--- config.mk ---
export PLATFORM = sky130hd
export DESIGN_NAME = mcd_range_select
export DESIGN_NICKNAME = d
export VERILOG_FILES = /design/src/design/mcd_pkg.sv /design/src/design/mcd_region_decode.sv /design/src/design/mcd_range_select.sv
export SDC_FILE = /design/constraint.sdc
export NUM_CORES = 1
export LEC_CHECK = 0
export ABC_AREA = 1
export BUFFER_PORTS_ARGS = -buffer_cell sky130_fd_sc_hd__buf_2
export CORE_ASPECT_RATIO = 0.8
export CORE_MARGIN = 2
export CORE_UTILIZATION = 60
export DETAILED_ROUTE_END_ITERATION = 10
export MAX_ROUTING_LAYER = met4
export PLACE_DENSITY = 0.79
export REMOVE_ABC_BUFFERS = 1
export SETUP_SLACK_MARGIN = 0.4
export SYNTH_ARGS = -nofsm -noshare
export SYNTH_HDL_FRONTEND = slang
export SYNTH_SLANG_ARGS = --single-unit
--- constraint.sdc ---
create_clock -name i_ref_clk -period 4.7 [get_ports i_ref_clk]
set_input_delay 0.47 -clock i_ref_clk [delete_from_list [all_inputs] [get_ports i_ref_clk]]
set_output_delay 0.47 -clock i_ref_clk [all_outputs]
set_load 0.1 [all_outputs]
--- src/design/mcd_pkg.sv ---
// Constants and carrier types for the memory range chip-select decoders
package mcd_pkg;

  ////////////////////////////////////////////////////////////////////////////
  // Indexed configuration port pair
  localparam logic [15:0] INDEX_PORT = 16'h0022;
  localparam logic [15:0] DATA_PORT = 16'h0023;

  // Register indexes
  localparam logic [7:0] IDX_PIN_MAP = 8'h00B3;
  localparam logic [7:0] IDX_THREE_UPPER = 8'h00B9;
  localparam logic [7:0] IDX_THREE_MASK = 8'h00BA;
  localparam logic [7:0] IDX_FOUR_UPPER = 8'h00BB;
  localparam logic [7:0] IDX_FOUR_MASK = 8'h00BC;
  localparam logic [7:0] IDX_QUAL = 8'h00BD;
  localparam logic [7:0] IDX_ACT_EN = 8'h0060;

  // Values after reset
  localparam logic [7:0] RST_INDEX = 8'h0000;
  localparam logic [7:0] RST_PIN_MAP = 8'h00FF;
  localparam logic [7:0] RST_UPPER = 8'h0000;
  localparam logic [7:0] RST_MASK = 8'h0000;
  localparam logic [7:0] RST_QUAL = 8'h0000;
  localparam logic [1:0] RST_ACT_EN = 2'h0;

  // Field positions
  localparam int FOUR_WIDTH_BIT = 7;
  localparam int THREE_WIDTH_BIT = 3;
  localparam int ACT_FOUR_BIT = 3;
  localparam int ACT_THREE_BIT = 2;

  // Qualifier codes; the others are reserved and never hit
  localparam logic [2:0] Q_ADDR_ONLY = 3'h0;
  localparam logic [2:0] Q_READ = 3'h1;
  localparam logic [2:0] Q_WRITE = 3'h2;
  localparam logic [2:0] Q_EITHER = 3'h3;
  localparam logic [2:0] Q_CPU_VALID = 3'h4;

  // Pin mapping
  localparam int NUM_PINS = 15;
  localparam logic [3:0] PIN_DISABLED = 4'hF;

  ////////////////////////////////////////////////////////////////////////////
  // ISA memory cycle as seen by the decoders
  typedef struct packed {
    logic [25:14] sa;
    logic memr_n;
    logic memw_n;
    logic cpu_addr_valid;
    logic mcs16_n;
  } mcd_isa_type;

  // Settings of one range decoder
  typedef struct packed {
    logic [7:0] upper;
    logic [3:0] compare;
    logic [3:0] low_match;
    logic wide_sel;
    logic [2:0] qualifier;
  } mcd_region_type;

  // Whole state of the top module apart from the two reset synchronizer flops
  typedef struct packed {
    logic [7:0] index;
    logic [7:0] three_upper;
    logic [7:0] three_mask;
    logic [7:0] four_upper;
    logic [7:0] four_mask;
    logic [7:0] qual;
    logic [7:0] pin_map;
    logic [1:0] act_en;
    logic [7:0] rdata;
    logic [NUM_PINS-1:0] cs_n;
    logic [1:0] activity;
    logic [1:0] wide;
    logic [1:0] hit;
  } mcd_state_type;

endpackage

--- src/design/mcd_region_decode.sv ---
// One memory range decoder: address compare, qualifier and cycle width
`timescale 1ns/1ps

module mcd_region_decode (
  // Settings
  input wire mcd_pkg::mcd_region_type i_cfg,
  // ISA cycle
  input wire mcd_pkg::mcd_isa_type i_isa,
  // Result
  output logic o_hit,
  output logic o_wide
);

  logic addr_match;
  logic qual_ok;

  // Masked low compare plus full upper compare
  always_comb begin
    // cleared compare bit drops the line
    // upper and unmasked low bits match
    addr_match = (i_isa.sa[25:18] == i_cfg.upper) &&
                 (((i_isa.sa[17:14] ^ i_cfg.low_match) & i_cfg.compare) == 4'h0);
  end

  // Strobe or address-valid qualification
  always_comb begin
    // address-valid gating, reserved codes never hit
    unique case (i_cfg.qualifier)
      mcd_pkg::Q_ADDR_ONLY: qual_ok = 1'b1;
      mcd_pkg::Q_READ: qual_ok = !i_isa.memr_n;
      mcd_pkg::Q_WRITE: qual_ok = !i_isa.memw_n;
      mcd_pkg::Q_EITHER: qual_ok = !i_isa.memr_n || !i_isa.memw_n;
      mcd_pkg::Q_CPU_VALID: qual_ok = i_isa.cpu_addr_valid;
      default: qual_ok = 1'b0;
    endcase
  end

  // Hit and width outputs
  always_comb begin
    o_hit = addr_match && qual_ok;
    // target's 16-bit request overrides width bit
    o_wide = i_cfg.wide_sel || !i_isa.mcs16_n;
  end

endmodule

--- src/design/mcd_range_select.sv ---
// Top of the memory range chip-select decoders with indexed registers
`timescale 1ns/1ps

// What this block does
// - Compare bits choose which SA17-14 lines count
// - Range four low nibble holds SA17-14 match
// - Range three low nibble holds SA17-14 match
// - Qual bit 7 picks range four width
// - Qual bit 3 picks range three width
// - Target 16-bit request forces 16-bit cycle
// - Range four qualifier: address, read, write, either
// - Code 100 gates by address valid; rest reserved
// - Range three qualifier bits 2-0, same codes
// - Hit drives pin only when mapped
// - Activity to power unit only when enabled
// - Nibble picks pin 0-14, all ones disables
module mcd_range_select (
  // Clock and reset
  input wire logic i_ref_clk,
  input wire logic i_rstn,
  // Indexed configuration port
  input wire logic [15:0] i_io_addr,
  input wire logic [7:0] i_io_wdata,
  input wire logic i_io_wr,
  input wire logic i_io_rd,
  output logic [7:0] o_io_rdata,
  // ISA memory cycle
  input wire mcd_pkg::mcd_isa_type i_isa,
  // Chip selects and activity
  output logic [mcd_pkg::NUM_PINS-1:0] o_gpio_cs_n,
  output logic [1:0] o_pm_activity,
  output logic [1:0] o_cycle_16bit,
  output logic [1:0] o_range_hit
);

  ////////////////////////////////////////////////////////////////////////////
  // Reset release through two flops
  logic rst_meta;
  logic rst_sync;

  always_ff @(posedge i_ref_clk or negedge i_rstn) begin
    if (!i_rstn) begin
      rst_meta <= 1'b0;
      rst_sync <= 1'b0;
    end else begin
      rst_meta <= 1'b1;
      rst_sync <= rst_meta;
    end
  end

  ////////////////////////////////////////////////////////////////////////////
  // State and decoders
  mcd_pkg::mcd_state_type s;
  mcd_pkg::mcd_state_type next_s;
  mcd_pkg::mcd_region_type cfg [2];
  logic [1:0] region_hit;
  logic [1:0] region_wide;
  logic [7:0] reg_value;

  // Pin decode, used for both ranges
  function automatic logic pin_hit(input logic hit, input logic [3:0] sel, input int pin);
    pin_hit = hit && (sel != mcd_pkg::PIN_DISABLED) && (sel == 4'(pin));
  endfunction

  // Region 0 is range three, region 1 is range four
  always_comb begin
    // range three compare and low match
    cfg[0].upper = s.three_upper;
    cfg[0].compare = s.three_mask[7:4];
    cfg[0].low_match = s.three_mask[3:0];
    cfg[0].wide_sel = s.qual[mcd_pkg::THREE_WIDTH_BIT];
    cfg[0].qualifier = s.qual[2:0];
    // range four compare and low match
    cfg[1].upper = s.four_upper;
    cfg[1].compare = s.four_mask[7:4];
    cfg[1].low_match = s.four_mask[3:0];
    cfg[1].wide_sel = s.qual[mcd_pkg::FOUR_WIDTH_BIT];
    cfg[1].qualifier = s.qual[6:4];
  end

  for (genvar r = 0; r < 2; r++) begin : g_region
    mcd_region_decode u_dec (
      .i_cfg(cfg[r]),
      .i_isa(i_isa),
      .o_hit(region_hit[r]),
      .o_wide(region_wide[r])
    );
  end

  ////////////////////////////////////////////////////////////////////////////
  // Register read mux; unmapped indexes read zero
  always_comb begin
    unique case (s.index)
      mcd_pkg::IDX_PIN_MAP: reg_value = s.pin_map;
      mcd_pkg::IDX_THREE_UPPER: reg_value = s.three_upper;
      mcd_pkg::IDX_THREE_MASK: reg_value = s.three_mask;
      mcd_pkg::IDX_FOUR_UPPER: reg_value = s.four_upper;
      mcd_pkg::IDX_FOUR_MASK: reg_value = s.four_mask;
      mcd_pkg::IDX_QUAL: reg_value = s.qual;
      mcd_pkg::IDX_ACT_EN: reg_value = {4'h0, s.act_en, 2'h0};
      default: reg_value = 8'h00;
    endcase
  end

  // Next state: register port, then decode outputs
  always_comb begin
    next_s = s;
    if (i_io_wr && (i_io_addr == mcd_pkg::INDEX_PORT)) begin
      next_s.index = i_io_wdata;
    end
    if (i_io_wr && (i_io_addr == mcd_pkg::DATA_PORT)) begin
      unique case (s.index)
        mcd_pkg::IDX_PIN_MAP: next_s.pin_map = i_io_wdata;
        mcd_pkg::IDX_THREE_UPPER: next_s.three_upper = i_io_wdata;
        mcd_pkg::IDX_THREE_MASK: next_s.three_mask = i_io_wdata;
        mcd_pkg::IDX_FOUR_UPPER: next_s.four_upper = i_io_wdata;
        mcd_pkg::IDX_FOUR_MASK: next_s.four_mask = i_io_wdata;
        mcd_pkg::IDX_QUAL: next_s.qual = i_io_wdata;
        mcd_pkg::IDX_ACT_EN: begin
          next_s.act_en = {i_io_wdata[mcd_pkg::ACT_FOUR_BIT],
                           i_io_wdata[mcd_pkg::ACT_THREE_BIT]};
        end
        default: next_s.index = s.index;
      endcase
    end
    // Read data holds until the next read strobe
    if (i_io_rd) begin
      if (i_io_addr == mcd_pkg::INDEX_PORT) begin
        next_s.rdata = s.index;
      end else if (i_io_addr == mcd_pkg::DATA_PORT) begin
        next_s.rdata = reg_value;
      end else begin
        next_s.rdata = 8'h00;
      end
    end
    next_s.hit = region_hit;
    // Width only meaningful while the range hits
    next_s.wide = region_hit & region_wide;
    // address-only code may give false activity here
    next_s.activity = region_hit & s.act_en;
    // drive a pin only when mapped
    // nibble picks pin, all ones disables
    for (int p = 0; p < mcd_pkg::NUM_PINS; p++) begin
      next_s.cs_n[p] = !(pin_hit(region_hit[0], s.pin_map[3:0], p) ||
                         pin_hit(region_hit[1], s.pin_map[7:4], p));
    end
  end

  // State register
  always_ff @(posedge i_ref_clk or negedge rst_sync) begin
    if (!rst_sync) begin
      s.index <= mcd_pkg::RST_INDEX;
      s.three_upper <= mcd_pkg::RST_UPPER;
      s.three_mask <= mcd_pkg::RST_MASK;
      s.four_upper <= mcd_pkg::RST_UPPER;
      s.four_mask <= mcd_pkg::RST_MASK;
      s.qual <= mcd_pkg::RST_QUAL;
      s.pin_map <= mcd_pkg::RST_PIN_MAP;
      s.act_en <= mcd_pkg::RST_ACT_EN;
      s.rdata <= 8'h00;
      s.cs_n <= '1;
      s.activity <= 2'h0;
      s.wide <= 2'h0;
      s.hit <= 2'h0;
    end else begin
      s <= next_s;
    end
  end

  // Outputs straight from flops
  assign o_io_rdata = s.rdata;
  assign o_gpio_cs_n = s.cs_n;
  assign o_pm_activity = s.activity;
  assign o_cycle_16bit = s.wide;
  assign o_range_hit = s.hit;

  ////////////////////////////////////////////////////////////////////////////
  // Checks
  a_act_gate: assert property (@(posedge i_ref_clk) disable iff (!rst_sync)
    o_pm_activity[1] |-> $past(s.act_en[1]) && $past(region_hit[1]))
    else $error("activity without enable or hit");
  a_act_pass: assert property (@(posedge i_ref_clk) disable iff (!rst_sync)
    (region_hit[0] && s.act_en[0]) |=> o_pm_activity[0])
    else $error("enabled hit gave no activity");
  a_pin_off: assert property (@(posedge i_ref_clk) disable iff (!rst_sync)
    (s.pin_map == 8'hFF) |=> (o_gpio_cs_n == '1))
    else $error("pin driven while unmapped");
  a_pin_drive: assert property (@(posedge i_ref_clk) disable iff (!rst_sync)
    (region_hit[0] && s.pin_map[3:0] == 4'h2) |=> !o_gpio_cs_n[2])
    else $error("mapped pin not driven");
  a_wide_mcs16: assert property (@(posedge i_ref_clk) disable iff (!rst_sync)
    (region_hit[0] && !i_isa.mcs16_n) |=> o_cycle_16bit[0])
    else $error("16-bit request ignored");
  a_width_four: assert property (@(posedge i_ref_clk) disable iff (!rst_sync)
    (region_hit[1] && i_isa.mcs16_n) |=> (o_cycle_16bit[1] == $past(s.qual[7])))
    else $error("range four width wrong");
  a_width_three: assert property (@(posedge i_ref_clk) disable iff (!rst_sync)
    (region_hit[0] && i_isa.mcs16_n) |=> (o_cycle_16bit[0] == $past(s.qual[3])))
    else $error("range three width wrong");
  a_qual_read: assert property (@(posedge i_ref_clk) disable iff (!rst_sync)
    (s.qual[6:4] == 3'h1 && i_isa.memr_n) |=> !o_range_hit[1])
    else $error("read qualifier not applied");
  a_qual_cav: assert property (@(posedge i_ref_clk) disable iff (!rst_sync)
    (s.qual[2:0] == 3'h4 && !i_isa.cpu_addr_valid) |=> !o_range_hit[0])
    else $error("address valid not applied");
  a_mask_excl: assert property (@(posedge i_ref_clk) disable iff (!rst_sync)
    (s.three_mask[7:4] == 4'h0 && s.qual[2:0] == 3'h0 &&
     i_isa.sa[25:18] == s.three_upper) |=> o_range_hit[0])
    else $error("masked lines still compared");
  a_low_match: assert property (@(posedge i_ref_clk) disable iff (!rst_sync)
    (s.four_mask[7:4] == 4'hF && i_isa.sa[17:14] != s.four_mask[3:0]) |=> !o_range_hit[1])
    else $error("range four low mismatch hit");

endmodule

==> flow_summary.ini <==
[pwr]
combinationalPowerShare_pct = 7.3
power_density_nw_per_um2 = 271.4
worst_ir_drop_vdd_mv = 0.1883
p_switching_w = 0.0003768
leakage_nw = 2.637
seq_power_share_pct = 52.8
clkPwrFrac_pct = 40.0
p_int_w = 0.001116
switching_share_pct = 25.24

[routing]
dr_wl_met2_um = 5595
drc = 0
vias_per_cell = 5.446
top_layer = met4
wl_met3_um = 1144
wirelength_um = 12700
wire_per_inst_um = 15.45
dr.pass1.iters = 6
drtIter0Drc = 430
wl_met1_um = 5614
ant_nets = 0
vias = 4477

[cells_and_area]
final_core_util_pct = 65.43
area_growth_pct = 7.296
final_cell_mix = nand2_1 (147), nor2_1 (117), inv_1 (82)
drive_gt1_share_pct = 20.85
final_common_cell = nand2_1
antennaDiodeCount = 0
nNetsFinal = 749

[placed_design]
dp_hpwl_um = 9503
pre_cts_ws_ps = 2319
place_congestion = 0.9504
io_buffers = 72

[global_routing]
overflow = 0
grt_pass1_vias = 4264
track_usage_pct = 29.96
antenna_found_initial = 0
grt_pass1_wl_um = 20690
grt_max_degree = 88

[timing]
fmax_mhz = 404.0
maxSlewViolCount = 0
setup_violations = 0
grt_setup_unrepaired = no
worst_slew_pin_slew_ps = 1095
slew_headroom_pct = 26.99
tns_ps = 0
period_needed_ps = 2475
finClkSkew_ps = 8.479
setup_slack_ps = 2225
fin_crit_sh_pct = 52.66
hold_viol = 0
whs_ps = 299.0

[clock_tree]
clock-sinks = 89
postCtsSetupBuffers = 0
clk_latency_ps = 370
holdBufCountCts = 1
ctsResizeCount = 0
h-tree-depth = 3
tritoncts = built
cts_buffer_depth = 2
cts_inserted_buffers = 9
clk_pin_slew_ps = 90
ctsRootBufferMaster = clkbuf_8

[logic_synthesis]
synth_cell_types = 32
yosys_most_used_dff = dfrtp_1
syn_inst = 666
synth_seq_cells = 89
ys_warn_count = 0
netlist_area_sq_um = 5127
ys_seq_area_share_pct = 44.00
syn_avg_cell_area_sq_um = 7.699
synth_edf_count = 0
ys_async_sr_fraction_pct = 100.0

[setup_path]
startpoint_type = register
worstPathArrival_ps = 2770
crit_type = register to register
critical_path.max_fanout = 40
critPathCaptureType = register
r2r_end = o_io_rdata[2]
rrSetupSlack_ps = 2230
timing.rr.start = s[85]
cp.required_ps = 5000
rr_worst_depth = 9

[min_path]
min_to = o_cycle_16bit[1]
min_from = i_isa[0]
min_path_type = primary input to register
worst_hold_path.num_cells = 2

[die]
die_w_um = 107.4
start_util_pct = 60.98
die_area_sq_um = 9306
die_h_um = 86.69
ios = 73
fp-row-count = 30
core_area_sq_um = 8408

[run_status]
outcome = completed

[job]
drv_cap = 0
-- cell families after synthesis --
family	after synthesis	synth area share, %
buf+inv	127	13.06
xor+xnor	10	1.708
flops	89	44.00
other cells	1	0.07314
simple gates	355	31.77
compound gates	84	9.395
-- layout make-up --
type | count | area, sq um
timing repair buffer | 73 | 370.4
multi-input combinational | 450 | 2202
clock buffer | 12 | 145.1
tap | 112 | 140.1
fill | 737 | 2907
sequential | 89 | 2260
inverter | 82 | 307.8
clock inverter | 4 | 76.32
-- Yosys cell counts (all sizes together), types with 2 or more instances --
cell type | count | area (sq um)
nand3 | 51 | 335.3
nand4 | 25 | 171.4
o21ai | 65 | 377.9
xor2 | 4 | 35.03
dfrtp | 66 | 1652
nor3 | 2 | 21.27
buf | 42 | 350.3
xnor2 | 6 | 52.55
dfstp | 23 | 604.3
inv | 82 | 307.8
a21oi | 18 | 97.60
nand2 | 150 | 575.6
clkbuf | 3 | 11.26
nor2 | 126 | 519.3
-- metrics by stage --
step	power, W	area, sq um	std cells
6_report	0.001493	5502	822
3_3_place_gp	0.0009083	5270	805
5_1_grt	0.001546	5502	822
3_5_place_dp	0.0009109	5270	805
2_1_floorplan	0.0008657	4766	621
4_1_cts	0.001503	5502	822
-- sequential cells by signal, indices dropped and copies added (netlist names) --
register,cells
cfg,40
o_cycle_16bit,2
o_gpio_cs_n,15
o_io_rdata,8
o_pm_activity,2
o_range_hit,2
rst_meta,1
rst_sync,1
s,18
-- layer usage --
layer	vias up	GRT usage, %
met5	-	-
li1	2160	-
met3	24	6.090
met2	213	44.42
met1	2080	40.41
met4	0	12.70
-- critical path, cell delays in order, from the launching register on --
cell,delay (ps)
dfrtp_1,410
inv_1,90
nand2_1,100
nor2_4,810
nand2_1,350
nand3_1,180
nor2_1,60
nor2_2,140
nand2_1,110
a21oi_1,140
-- power groups by stage --
stage	clock [W]	sequential, W	combinational, W
finish	0.000596	0.000788	0.000109
global route	0.000637	0.000792	0.000117
global placement	0	0.000803	0.000105
detailed placement	0	0.000804	0.000107
CTS	0.000606	0.000789	0.000108
floorplan	0	0.000835	0.0000310
-- worst max path at each step --
stage / to / start / slack (ps)
global placement: o_gpio_cs_n[3] / i_isa[6] / 2420
floorplan: cfg[0] / rst_sync / 2080
finish: o_io_rdata[2] / s[85] / 2230
CTS: o_io_rdata[4] / s[85] / 2300
detailed placement: o_io_rdata[4] / s[85] / 2320
global route: o_io_rdata[4] / s[85] / 2010
(Power assumes the default switching activity.)
